===== src/verilog/clkdist_pkg.sv =====
package clkdist_pkg;

	// ----------------------------------------------------------------
	// Structure
	// ----------------------------------------------------------------
	localparam int N_SRC   = 7;   // Primary clock sources
	localparam int N_FAB   = 8;   // Extra clocks on the routing fabric
	localparam int N_DIG   = 8;   // Digital dividers
	localparam int N_ANA   = 4;   // Analog dividers
	localparam int N_DIV   = 12;  // All general dividers
	localparam int N_MUX   = 8;   // Inputs of each divider multiplexer
	localparam int RATIO_W = 16;
	localparam int SEL_W   = 3;
	localparam int SKEW_W  = 4;
	localparam int FAB_W   = 3;

	// Source numbering on the divider multiplexers
	localparam logic [2:0] SRC_INTERNAL_MAIN_OSCILLATOR = 3'h0;
	localparam logic [2:0] SRC_XTAL                     = 3'h1;
	localparam logic [2:0] SRC_ROUTED                   = 3'h2;
	localparam logic [2:0] SRC_PLL                      = 3'h3;
	localparam logic [2:0] SRC_DBL                      = 3'h4;
	localparam logic [2:0] SRC_LOW                      = 3'h5;
	localparam logic [2:0] SRC_WATCH                    = 3'h6;
	localparam logic [2:0] MUX_FABRIC                   = 3'h7;

	// ----------------------------------------------------------------
	// Register map (byte addresses) and fields
	// ----------------------------------------------------------------
	localparam logic [7:0] OFF_BUS    = 8'h00;
	localparam logic [7:0] OFF_STATUS = 8'h04;
	localparam logic [7:0] OFF_USB    = 8'h08;
	localparam logic [7:0] OFF_DIV0   = 8'h10;
	localparam logic [7:0] OFF_LAST   = 8'h3c;

	localparam int DIV_RATIO_LSB = 0;
	localparam int DIV_SEL_LSB   = 16;
	localparam int DIV_EN_BIT    = 19;
	localparam int DIV_FAB_LSB   = 20;
	localparam int DIV_SKEW_LSB  = 24;
	localparam int DIV_OUT_BIT   = 31;
	localparam int DIV_CFG_W     = 28;

	localparam int STAT_BUS_BIT  = 8;
	localparam int STAT_MULT_BIT = 9;

	localparam int USB_DBL_BIT   = 0;
	localparam int USB_DIN_LSB   = 1;
	localparam int USB_ALIVE_BIT = 8;

	localparam logic [1:0] DIN_INTERNAL_MAIN_OSCILLATOR = 2'h0;
	localparam logic [1:0] DIN_FABRIC                   = 2'h1;
	localparam logic [1:0] DIN_XTAL                     = 2'h2;

	// Reset values
	localparam logic [15:0] BUS_RATIO_RST = 16'h0002;
	localparam logic [27:0] DIV_CFG_RST   = 28'h0000002;
	localparam logic [2:0]  USB_CFG_RST   = 3'h1;

	// ----------------------------------------------------------------
	// Timing
	// ----------------------------------------------------------------
	localparam int CLK_MHZ      = 40;
	localparam int USB_MHZ      = 48;
	localparam int DBL_IN_MHZ   = 24;
	localparam int USB_ALIVE_NS = 1000;
	localparam int USB_ALIVE_CYC = USB_ALIVE_NS * CLK_MHZ / 1000;
	localparam int MEAS_CYC     = 256;
	localparam int MEAS_W       = 8;

endpackage : clkdist_pkg


===== src/verilog/clk_divider.sv =====
`timescale 1ns/1ps

module clk_divider #(
	parameter int RATIO_W  = 16,
	parameter int SEL_W    = 3,
	parameter int SKEW_W   = 4,
	parameter bit HAS_SKEW = 1'b0
) (
	input  wire logic                  hclk,
	input  wire logic                  hresetn,
	input  wire logic [2**SEL_W-1:0]   src_edge,
	input  wire logic [RATIO_W-1:0]    ratio,
	input  wire logic [SEL_W-1:0]      sel,
	input  wire logic                  en,
	input  wire logic [SKEW_W-1:0]     skew,
	output logic                       clk_out,
	output logic                       tick
);

	// ----------------------------------------------------------------
	// Active settings, counter and output phase
	// ----------------------------------------------------------------
	logic [RATIO_W-1:0]     act_ratio, next_act_ratio;
	logic [SEL_W-1:0]       act_sel, next_act_sel;
	logic [SKEW_W-1:0]      act_skew, next_act_skew;
	logic                   act_en, next_act_en;
	logic [RATIO_W-1:0]     cnt, next_cnt;
	logic                   raw, next_raw;
	logic [2**SKEW_W-1:0]   dly, next_dly;
	logic                   next_out;
	logic [RATIO_W-1:0]     eff_ratio;
	logic [RATIO_W:0]       hi_sum;
	logic                   edge_in;
	logic                   wrap;

	// Settings are only picked up at a period boundary or while
	// stopped, so a ratio or enable reprogram never cuts a phase short
	always_comb begin
		eff_ratio = (ratio < RATIO_W'(2)) ? RATIO_W'(2) : ratio;
		hi_sum = {1'b0, act_ratio} + {{RATIO_W{1'b0}}, 1'b1};
		edge_in = src_edge[act_sel];
		wrap = edge_in && (cnt == act_ratio - RATIO_W'(1));
		next_act_ratio = act_ratio;
		next_act_sel = act_sel;
		next_act_skew = act_skew;
		next_act_en = act_en;
		next_cnt = cnt;
		next_raw = raw;
		tick = act_en && wrap;
		if (!act_en || wrap) begin
			next_act_ratio = eff_ratio;
			next_act_sel = sel;
			next_act_skew = skew;
			next_act_en = en;
			next_cnt = act_en ? '0 : eff_ratio - RATIO_W'(1);
			next_raw = act_en && en;
		end else if (edge_in) begin
			next_cnt = cnt + RATIO_W'(1);
			// High for ceil(N/2) input edges, low for the rest
			next_raw = next_cnt < hi_sum[RATIO_W:1];
		end
		next_dly = {dly[2**SKEW_W-2:0], raw};
		next_out = HAS_SKEW ? dly[act_skew] : raw;
	end

	always_ff @(posedge hclk or negedge hresetn) begin
		if (!hresetn) begin
			act_ratio <= RATIO_W'(2);
			act_sel <= '0;
			act_skew <= '0;
			act_en <= 1'b0;
			cnt <= '0;
			raw <= 1'b0;
			dly <= '0;
			clk_out <= 1'b0;
		end else begin
			act_ratio <= next_act_ratio;
			act_sel <= next_act_sel;
			act_skew <= next_act_skew;
			act_en <= next_act_en;
			cnt <= next_cnt;
			raw <= next_raw;
			dly <= next_dly;
			clk_out <= next_out;
		end
	end
endmodule : clk_divider


===== src/verilog/usb_clk_source.sv =====
`timescale 1ns/1ps

module usb_clk_source (
	input  wire logic       hclk,
	input  wire logic       hresetn,
	input  wire logic       cfg_use_doubler,
	input  wire logic [1:0] cfg_dbl_src,
	input  wire logic       usb_edge,
	output logic            use_doubler,
	output logic [1:0]      doubler_src,
	output logic            alive
);

	// ----------------------------------------------------------------
	// Source steering and activity watch
	// ----------------------------------------------------------------
	localparam logic [7:0] ALIVE_LOAD = 8'(clkdist_pkg::USB_ALIVE_CYC);

	logic [7:0] watch, next_watch;
	logic       next_alive;
	logic [1:0] next_src;

	// Only the doubler's three legal inputs pass; a bad code keeps
	// the oscillator so the 48 MHz domain never loses its source
	always_comb begin
		next_src = clkdist_pkg::DIN_INTERNAL_MAIN_OSCILLATOR;
		if (cfg_dbl_src == clkdist_pkg::DIN_FABRIC ||
			cfg_dbl_src == clkdist_pkg::DIN_XTAL) begin
			next_src = cfg_dbl_src;
		end
		next_watch = usb_edge ? ALIVE_LOAD :
			(watch != 8'h00 ? watch - 8'h01 : 8'h00);
		next_alive = next_watch != 8'h00;
	end

	always_ff @(posedge hclk or negedge hresetn) begin
		if (!hresetn) begin
			use_doubler <= 1'b1;
			doubler_src <= clkdist_pkg::DIN_INTERNAL_MAIN_OSCILLATOR;
			watch <= 8'h00;
			alive <= 1'b0;
		end else begin
			use_doubler <= cfg_use_doubler;
			doubler_src <= next_src;
			watch <= next_watch;
			alive <= next_alive;
		end
	end
endmodule : usb_clk_source


===== src/verilog/clock_distribution.sv =====
`timescale 1ns/1ps

module clock_distribution (
	input  wire logic                       hclk,
	input  wire logic                       hresetn,
	input  wire logic                       hsel,
	input  wire logic [31:0]                haddr,
	input  wire logic [1:0]                 htrans,
	input  wire logic                       hwrite,
	input  wire logic [2:0]                 hsize,
	input  wire logic [31:0]                hwdata,
	input  wire logic                       hready,
	output logic                            hreadyout,
	output logic                            hresp,
	output logic [31:0]                     hrdata,
	input  wire logic [clkdist_pkg::N_SRC-1:0] src_clk,
	input  wire logic [clkdist_pkg::N_FAB-1:0] fabric_clk,
	input  wire logic                       usb_clk,
	input  wire logic                       multi_precision,
	output logic [2:0]                      sys_src_sel,
	output logic                            bus_clk,
	output logic                            cpu_clk,
	output logic [clkdist_pkg::N_DIG-1:0]   dig_clk,
	output logic [clkdist_pkg::N_ANA-1:0]   ana_clk,
	output logic                            usb_use_doubler,
	output logic [1:0]                      doubler_src,
	output logic                            usb_clk_alive
);

	localparam int NS = clkdist_pkg::N_SRC;
	localparam int NF = clkdist_pkg::N_FAB;
	localparam int NP = NS + NF + 1;
	localparam int ND = clkdist_pkg::N_DIV;
	localparam int RW = clkdist_pkg::RATIO_W;
	localparam int CW = clkdist_pkg::DIV_CFG_W;
	localparam int MW = clkdist_pkg::MEAS_W;

	// ----------------------------------------------------------------
	// Pin synchronisers
	// ----------------------------------------------------------------
	logic [NP-1:0] pin_raw;
	logic [NP-1:0] sync1, sync2, sync3;
	logic [NP-1:0] pin_level, next_pin_level;
	logic [NP-1:0] pin_edge;
	logic [NS-1:0] src_edge;
	logic [NF-1:0] fab_edge;

	assign pin_raw = {usb_clk, fabric_clk, src_clk};

	// A rising edge counts once the second and third stages agree;
	// the first stage is metastability guard only
	always_ff @(posedge hclk or negedge hresetn) begin
		if (!hresetn) begin
			sync1 <= '0;
			sync2 <= '0;
			sync3 <= '0;
			pin_level <= '0;
		end else begin
			sync1 <= pin_raw;
			sync2 <= sync1;
			sync3 <= sync2;
			pin_level <= next_pin_level;
		end
	end

	always_comb begin
		// Level only moves when stages two and three agree
		next_pin_level = (sync2 & sync3) | (pin_level & (sync2 | sync3));
		pin_edge = sync2 & sync3 & ~pin_level;
		src_edge = pin_edge[NS-1:0];
		fab_edge = pin_edge[NS+NF-1:NS];
	end

	// ----------------------------------------------------------------
	// AHB-Lite slave
	// ----------------------------------------------------------------
	logic          wr_pend, next_wr_pend;
	logic [5:0]    wr_word, next_wr_word;
	logic          wr_ok, next_wr_ok;
	logic [31:0]   next_rdata;
	logic          addr_phase;
	logic [15:0]   bus_ratio, next_bus_ratio;
	logic [2:0]    usb_cfg, next_usb_cfg;
	logic [CW-1:0] div_cfg [ND];
	logic [CW-1:0] next_div_cfg [ND];
	logic [ND-1:0] div_out;
	logic [31:0]   rd_word;
	logic [7:0]    rd_off;
	logic [7:0]    wr_off;

	// Zero wait states: every transfer completes in one data phase
	assign hreadyout = 1'b1;
	assign hresp = 1'b0;
	assign addr_phase = hsel && htrans[1] && hready;

	// Read data is chosen in the address phase and registered, so it
	// stands for the whole data phase
	always_comb begin
		rd_off = haddr[7:0];
		rd_word = 32'h0000_0000;
		if (haddr[31:8] != 24'h000000 || haddr[1:0] != 2'h0) begin
			rd_word = 32'h0000_0000;
		end else if (rd_off == clkdist_pkg::OFF_BUS) begin
			rd_word = {16'h0000, bus_ratio};
		end else if (rd_off == clkdist_pkg::OFF_STATUS) begin
			rd_word[2:0] = sys_src_sel;
			rd_word[clkdist_pkg::STAT_BUS_BIT] = bus_clk;
			rd_word[clkdist_pkg::STAT_MULT_BIT] = multi_precision;
		end else if (rd_off == clkdist_pkg::OFF_USB) begin
			rd_word[2:0] = usb_cfg;
			rd_word[clkdist_pkg::USB_ALIVE_BIT] = usb_clk_alive;
		end else if (rd_off >= clkdist_pkg::OFF_DIV0 &&
			rd_off <= clkdist_pkg::OFF_LAST) begin
			rd_word[CW-1:0] = div_cfg[4'(rd_off[5:2] - 4'h4)];
			rd_word[clkdist_pkg::DIV_OUT_BIT] =
				div_out[4'(rd_off[5:2] - 4'h4)];
		end
		next_rdata = (addr_phase && !hwrite) ? rd_word : hrdata;
		next_wr_pend = addr_phase && hwrite;
		next_wr_word = addr_phase ? haddr[7:2] : wr_word;
		next_wr_ok = haddr[31:8] == 24'h000000 && haddr[1:0] == 2'h0;
	end

	// Configuration writes land at the end of the data phase
	always_comb begin
		wr_off = {wr_word, 2'b00};
		next_bus_ratio = bus_ratio;
		next_usb_cfg = usb_cfg;
		for (int i = 0; i < ND; i++) begin
			next_div_cfg[i] = div_cfg[i];
		end
		if (wr_pend && wr_ok) begin
			if (wr_off == clkdist_pkg::OFF_BUS) begin
				next_bus_ratio = hwdata[15:0];
			end else if (wr_off == clkdist_pkg::OFF_USB) begin
				next_usb_cfg = hwdata[2:0];
			end else if (wr_off >= clkdist_pkg::OFF_DIV0 &&
				wr_off <= clkdist_pkg::OFF_LAST) begin
				next_div_cfg[4'(wr_word[3:0] - 4'h4)] = hwdata[CW-1:0];
			end
		end
	end

	always_ff @(posedge hclk or negedge hresetn) begin
		if (!hresetn) begin
			wr_pend <= 1'b0;
			wr_word <= 6'h00;
			wr_ok <= 1'b0;
			hrdata <= 32'h0000_0000;
			bus_ratio <= clkdist_pkg::BUS_RATIO_RST;
			usb_cfg <= clkdist_pkg::USB_CFG_RST;
			for (int i = 0; i < ND; i++) begin
				div_cfg[i] <= clkdist_pkg::DIV_CFG_RST;
			end
		end else begin
			wr_pend <= next_wr_pend;
			wr_word <= next_wr_word;
			wr_ok <= next_wr_ok;
			hrdata <= next_rdata;
			bus_ratio <= next_bus_ratio;
			usb_cfg <= next_usb_cfg;
			for (int i = 0; i < ND; i++) begin
				div_cfg[i] <= next_div_cfg[i];
			end
		end
	end

	// ----------------------------------------------------------------
	// Fastest source detection
	// ----------------------------------------------------------------
	logic [MW-1:0] meas_cnt [NS];
	logic [MW-1:0] next_meas_cnt [NS];
	logic [MW-1:0] win, next_win;
	logic [2:0]    next_sys_sel;
	logic [MW-1:0] best;
	logic          meas_end;

	// Edges of every source are counted over a fixed window and the
	// busiest one wins; a stopped source simply scores zero
	always_comb begin
		meas_end = win == MW'(clkdist_pkg::MEAS_CYC - 1);
		next_win = win + MW'(1);
		best = '0;
		next_sys_sel = sys_src_sel;
		for (int i = 0; i < NS; i++) begin
			next_meas_cnt[i] = meas_end ? '0 :
				meas_cnt[i] + MW'(src_edge[i]);
			if (meas_end && meas_cnt[i] > best) begin
				best = meas_cnt[i];
				next_sys_sel = 3'(i);
			end
		end
	end

	always_ff @(posedge hclk or negedge hresetn) begin
		if (!hresetn) begin
			win <= '0;
			sys_src_sel <= clkdist_pkg::SRC_INTERNAL_MAIN_OSCILLATOR;
			for (int i = 0; i < NS; i++) begin
				meas_cnt[i] <= '0;
			end
		end else begin
			win <= next_win;
			sys_src_sel <= next_sys_sel;
			for (int i = 0; i < NS; i++) begin
				meas_cnt[i] <= next_meas_cnt[i];
			end
		end
	end

	// ----------------------------------------------------------------
	// Bus and processor clock
	// ----------------------------------------------------------------
	clk_divider #(
		.RATIO_W  (RW),
		.SEL_W    (clkdist_pkg::SEL_W),
		.SKEW_W   (clkdist_pkg::SKEW_W),
		.HAS_SKEW (1'b0)
	) u_bus_div (
		.hclk     (hclk),
		.hresetn  (hresetn),
		.src_edge ({1'b0, src_edge}),
		.ratio    (bus_ratio),
		.sel      (sys_src_sel),
		.en       (1'b1),
		.skew     (4'h0),
		.clk_out  (bus_clk),
		.tick     ()
	);

	// The processor shares the bus clock net itself
	assign cpu_clk = bus_clk;

	// ----------------------------------------------------------------
	// General dividers
	// ----------------------------------------------------------------
	genvar g;
	generate
		for (g = 0; g < ND; g++) begin : gen_div
			logic [clkdist_pkg::N_MUX-1:0] mux_in;
			logic [clkdist_pkg::FAB_W-1:0] fab_idx;
			logic                          fab_pick;

			assign fab_idx = div_cfg[g][clkdist_pkg::DIV_FAB_LSB +:
				clkdist_pkg::FAB_W];
			// Digital trees only see the fabric when timing is trusted
			assign fab_pick = (g >= clkdist_pkg::N_DIG || multi_precision)
				&& fab_edge[fab_idx];
			assign mux_in = {fab_pick, src_edge};

			clk_divider #(
				.RATIO_W  (RW),
				.SEL_W    (clkdist_pkg::SEL_W),
				.SKEW_W   (clkdist_pkg::SKEW_W),
				.HAS_SKEW (g >= clkdist_pkg::N_DIG)
			) u_div (
				.hclk     (hclk),
				.hresetn  (hresetn),
				.src_edge (mux_in),
				.ratio    (div_cfg[g][clkdist_pkg::DIV_RATIO_LSB +: RW]),
				.sel      (div_cfg[g][clkdist_pkg::DIV_SEL_LSB +:
					clkdist_pkg::SEL_W]),
				.en       (div_cfg[g][clkdist_pkg::DIV_EN_BIT]),
				.skew     (div_cfg[g][clkdist_pkg::DIV_SKEW_LSB +:
					clkdist_pkg::SKEW_W]),
				.clk_out  (div_out[g]),
				.tick     ()
			);
		end
	endgenerate

	// Digital trees go out to the fabric; analog trees follow them
	assign dig_clk = div_out[clkdist_pkg::N_DIG-1:0];
	assign ana_clk = div_out[ND-1:clkdist_pkg::N_DIG];

	// ----------------------------------------------------------------
	// USB clock source
	// ----------------------------------------------------------------
	// The 48 MHz clock is only watched through the pin synchroniser
	usb_clk_source u_usb (
		.hclk            (hclk),
		.hresetn         (hresetn),
		.cfg_use_doubler (usb_cfg[clkdist_pkg::USB_DBL_BIT]),
		.cfg_dbl_src     (usb_cfg[clkdist_pkg::USB_DIN_LSB +: 2]),
		.usb_edge        (pin_edge[NP-1]),
		.use_doubler     (usb_use_doubler),
		.doubler_src     (doubler_src),
		.alive           (usb_clk_alive)
	);

endmodule : clock_distribution


===== config.mk =====
export PLATFORM = sky130hd
export DESIGN_NAME = clock_distribution
export DESIGN_NICKNAME = d
export VERILOG_FILES = /design/src/verilog/clkdist_pkg.sv /design/src/verilog/clk_divider.sv /design/src/verilog/usb_clk_source.sv /design/src/verilog/clock_distribution.sv
export SDC_FILE = /design/constraint.sdc
export NUM_CORES = 2
export LEC_CHECK = 0
export BUFFER_PORTS_ARGS = -buffer_cell sky130_fd_sc_hd__buf_2
export CORE_UTILIZATION = 25
export CTS_CLUSTER_DIAMETER = 120
export DETAILED_ROUTE_END_ITERATION = 16
export PLACE_DENSITY_LB_ADDON = 0.1
export SYNTH_ARGS = -nofsm -noshare
export SYNTH_HDL_FRONTEND = slang
export SYNTH_HIERARCHICAL = 1
export SYNTH_SLANG_ARGS = --single-unit
export TNS_END_PERCENT = 5

===== constraint.sdc =====
create_clock -name hclk -period 11.24 [get_ports hclk]
set_clock_uncertainty 0.15 [all_clocks]
set_input_delay 1.124 -clock hclk [delete_from_list [all_inputs] [get_ports hclk]]
set_output_delay 1.124 -clock hclk [all_outputs]
set_load 0.01 [all_outputs]

# Yosys cells after proc, flatten, opt, wreduce, memory -nomap -nowiden
# Cells that the tools add are included.
# word_totals
regBits	1112
in_bits	91
out_inout_bits	55
word_cells	568
# op_classes
addsub	63
n_lt_le_gt_ge	70
n_eq_ne	19
muxes	182
n_bitwise	10
reduce_logical	103
# ops
op	n
16-bit 2-to-1 mux	52
16-bit by 1-bit subtractor with 16-bit output (second input constant)	26
336-bit bitwise mux	1
16-bit by 1-bit adder with 17-bit output (second input constant)	13
16-bit by 1-bit adder with 16-bit output (second input constant)	13
16-bit equality test	13
16-bit less-than comparator	13
16-bit by 2-bit less-than comparator with 1-bit output (second input constant)	13
28-bit 2-to-1 mux	5
8-bit 2-to-1 mux	15
28-bit binary-select mux with 4-bit select	1
28-bit demux with 4-bit select	1
3-bit by 4-bit less-than comparator with 1-bit output (second input constant)	25
1-bit binary-select mux with 3-bit select	25
1-bit 2-to-1 mux	61
8-bit by 1-bit adder with 8-bit output	7
1-bit logical AND	49
16-bit AND	3
8-bit > comparator	6
32-bit 2-to-1 mux	1
16-bit OR	2
2-bit nonzero test	14
3-bit 2-to-1 mux	9
4-bit by 5-bit less-than comparator with 1-bit output (second input constant)	5
34 further kinds	74

# Depth between registers and ports, before layout
# depth
ltp_word	21
depth_mapped	67
depth_no_buf	59

# By module
# The synthesis kept the hierarchy.
# modules_own_cells
mod	n_inst	cells_per_inst	area_each_um2	seq_area_each_um2
clock_distribution	1	1887	25166.6	13105.1
clk_divider at gen_div[1].u_div ...	6	397	3593.4	952.2
clk_divider at gen_div[10].u_div ...	4	438	4299.1	1452.6
clk_divider at gen_div[4].u_div ...	2	388	3469.6	952.2
clk_divider at gen_div[0].u_div	1	399	3539.6	952.2
usb_clk_source	1	51	584.3	301.5

# Worst setup path after synthesis
# Ideal clock, no wire load.
# synth_timing
path_kind	reg-to-reg
startpoint	register win[0]
endpoint	register sys_src_sel[2]
setup_ns	0.126
t_arrival_ns	11.751
setup_slack_ns	-0.787
path_stages_with_launch	64
cell_sequence	dfrtp_1 -> ha_1 -> and4_4 -> and2_1 -> clkbuf_1 -> clkbuf_1 -> clkbuf_1 -> nand2_1 -> ha_1 -> and4_1 -> a21boi_1 -> o31ai_4 -> clkbuf_1 -> inv_1 -> a21oi_1 -> ha_1 -> a211oi_1 -> o21ai_0 -> [28 not listed] -> o221ai_2 -> o21ai_1 -> ha_1 -> a21o_1 -> a21o_1 -> a21oi_1 -> o21ai_0 -> o211ai_1 -> clkbuf_1 -> o21a_1 -> a22oi_1 -> ha_1 -> a21o_1 -> a21o_1 -> a21oi_1 -> o21ai_0 -> o211a_1 -> a311o_1
# synth_between
elab_chain_cells	21
word_cells_on_any_way	27
# synth_rtl
item	line	source
from (decl)	clock_distribution.sv:173	logic [MW-1:0] win, next_win;
from (signal assigned)	clock_distribution.sv:203	win <= next_win;
8-bit equality test (*)	clock_distribution.sv:181	meas_end = win == MW'(clkdist_pkg::MEAS_CYC - 1);
1-bit logical AND	clock_distribution.sv:188	if (meas_end && meas_cnt[i] > best) begin
8-bit 2-to-1 mux	clock_distribution.sv:188	
8-bit > comparator	clock_distribution.sv:188	
1-bit logical AND	clock_distribution.sv:188	
8-bit 2-to-1 mux	clock_distribution.sv:188	
8-bit > comparator	clock_distribution.sv:188	
1-bit logical AND	clock_distribution.sv:188	
[5 not listed]	--	
1-bit logical AND	clock_distribution.sv:188	
8-bit 2-to-1 mux	clock_distribution.sv:188	
8-bit > comparator	clock_distribution.sv:188	
1-bit logical AND	clock_distribution.sv:188	
8-bit 2-to-1 mux	clock_distribution.sv:188	
8-bit > comparator	clock_distribution.sv:188	
1-bit logical AND	clock_distribution.sv:188	
7-bit nonzero test (no source line) or 3-bit 2-to-1 mux (tied branches)	--	
to (signal assigned)	clock_distribution.sv:198	sys_src_sel <= clkdist_pkg::SRC_INTERNAL_MAIN_OSCILLATOR;
to (signal assigned)	clock_distribution.sv:204	sys_src_sel <= next_sys_sel;
to (decl)	clock_distribution.sv:20	output logic [2:0] sys_src_sel,
# Every way passes the cells marked *; elsewhere a longest branch is shown, timed or not.
# A chain may end at the register's enable or synchronous reset.

# Worst setup path in the final report
# Same ends and word-level chain as after synthesis.

==> results.yml <==
cts:
  cts.clk_slew.worst_paths_ps: 60
  root_buffer: "clkbuf_16"
  insertion_delay_ps: 840
  numClockSinks: 1109
  clock_path_buffers: 4
  numCtsBuffers: 151
  tritoncts: "done"
  htreeDepth: 4
cells_and_area:
  fin_cells: 11070
  synthToLayoutAreaGrowth_pct: 13.02
  register_area_um2: 27790
  postLayoutCellArea_um2: 83810
  fillers: 30680
  multi_input_area_um2: 43730
  final_util_pct: 28.45
  drive_above_1_share_pct: 21.47
  nets: 7417
timing:
  min_period_ps: 10610
  setup_slack_ps: 632.4
  finalHoldViolCount: 0
  finalCritPeriodShare_pct: 94.37
  maxSlewViolCount: 0
  hold_slack_ps: 68.40
  slew_headroom_pct: 23.80
  setup_tns_ps: 0
  setup_viol: 0
  fmax_mhz: 94.27
  worstMarginPinSlew_ps: 1143
synth:
  netlist_instances: 7109
  syn-mean-instance-area_um2: 10.43
  syn_area_um2: 74160
  synth_warnings: 6
worst_setup_path:
  path_class: "register to register"
  critical-path-slowest-cell: "dfrtp_1"
  cp_data_required_time_ps: 11790
  critPathLaunchType: "register"
  slowest_delay_ps: 380
  cp_common_cell: "ha_1"
  cp-end-kind: "register"
  crit_fanout: 6
  worstPathArrival_ps: 11160
place:
  port_buffers: 132
  post-place-ws_ps: -74.95
  place_area_um2: 78350
  routabilityCongestion: 0.8160
  hpwl_um: 185900
  dp_cells: 10770
grt:
  overflow: 0
  grt_pass1_vias: 55480
  gr-usage-all-layers_pct: 16.70
  grt_pass1_wl_um: 380700
  grt_max_degree: 173
  antenna_found_initial: 38
power_and_ir_drop:
  power.total_mw: 13.17
  combinationalPowerShare_pct: 21.5
  p_sw_mw: 4.278
  irDropWorstVdd_mv: 0.1047
  p_seq_share_pct: 40.5
  leakage_nw: 34.86
  pwr_density_cell_nw_per_um2: 157.1
  p_clk_share_pct: 38.1
  cell_internal_pwr_mw: 8.890
  swShare_pct: 32.49
detailed_routing:
  drt_iter0_markers: 3331
  detail-route-antenna-nets: 0
  via_per_inst: 4.870
  wire_per_inst_um: 22.82
  first_pass_iters: 6
  route.detailed.drc: 0
  wirelength_um: 252500
  via_count: 53890
floorplanning:
  num_io_pins: 146
  row_count: 199
  chipHeight_um: 546.6
  fp.dieW_um: 546.6
  coreArea_um2: 294600
  initial_utilization_pct: 25.18
  die_area_um2: 298800
job:
  cap_viol_max_count: 0
min_path:
  min_path_type: "input port to asynchronous set/reset pin"
outcome:
  status: "complete, no violations"
[critical path: cells and delay by family (launching register included)]
| kind | cells | cell delay [ps] |
|---|---|---|
| multiplexers | 1 | 330 |
| buffers and inverters | 6 | 800 |
| adder cells (fa/ha/maj) | 7 | 1850 |
| AND/OR/NAND/NOR | 14 | 2200 |
| AO/OA/AOI/OAI | 31 | 4780 |
| flip-flops | 1 | 380 |
[registers in the layout, summed over array words and instances (netlist names), 16 cells and up]
| register | count |
|---|---|
| bus_ratio | 16 |
| div_cfg | 336 |
| gen_div.u_div/act_ratio | 192 |
| gen_div.u_div/act_sel | 36 |
| gen_div.u_div/act_skew | 16 |
| gen_div.u_div/cnt | 192 |
| gen_div.u_div/dly | 64 |
| hrdata | 29 |
| meas_cnt | 56 |
| pin_level | 16 |
| sync1 | 16 |
| sync2 | 16 |
| sync3 | 16 |
| u_bus_div/act_ratio | 16 |
| u_bus_div/cnt | 16 |
[repair_timing]
| item | 4_1_cts | 5_1_grt |
|---|---|---|
| endpoints found under the setup margin | 3 | 3 |
| buffers inserted | 0 | 12 |
| resized for setup | 3 | 58 |
| cloned | 0 | 2 |
| hold buffers | 0 | 0 |
| pin swaps | 0 | 24 |
[power groups by stage]
stage | combinational (mW) | clock (mW) | sequential [mW]
4_1_cts | 2.82 | 5.19 | 5.33
6_report | 2.83 | 5.01 | 5.33
5_1_grt | 3.19 | 5.34 | 5.43
2_1_floorplan | 2.40 | 0 | 4.83
3_5_place_dp | 2.79 | 0 | 5.40
3_3_place_gp | 2.77 | 0 | 5.40
[final timing paths]
check	cells past startpoint	endpoint	slack [ps]	startpoint
hold reg to reg	0	sync2[7]	200	sync1[7]
setup reg to reg	59	sys_src_sel[2]	630	win[0]
hold / removal	1	wr_word[4]	70	hresetn
min in group hclk	0	sync2[7]	200	sync1[7]
max in group asynchronous	3	gen_div[11].u_div/cnt[5]	8590	hresetn
setup / recovery	59	sys_src_sel[2]	630	win[0]
[cells in the final DEF, fill, tap and decap left out, drive strengths merged, types with 35 or more instances in the layout]
cell type	instances
a21o	65
a21oi	128
a22oi	39
and2	49
and3	131
buf	258
clkbuf	234
dfrtp	1081
ha	312
inv	149
mux2	643
mux2i	61
mux4	157
nand2	502
nand2b	90
nand3	249
nand3b	35
nand4	97
nor2	420
nor2b	49
nor3	229
nor4	114
o21ai	158
o22ai	161
o2bb2ai	44
or3	60
or4	62
xnor2	559
xor2	471
[area by class of cell]
cell class                      instances  share of cell area, %
Inverter                              139                 0.6225
Sequential cell                      1109                  33.15
Tap cell                             3919                  5.851
Multi-Input combinational cell       5355                  52.18
Timing Repair Buffer                  258                  2.062
Antenna cell                           10                0.02986
Clock inverter                         42                 0.7270
Clock buffer                          234                  5.377
[per-layer routing]
layer	vias to the layer above	GRT usage, %	routed length (µm)
met5	-	0	81
met4	12	4.159	6589
met3	238	2.019	8904
met2	902	27.53	117500
met1	27280	23.06	119400
li1	25460	-	-
Note: power is estimated with default switching activity, not from simulation.
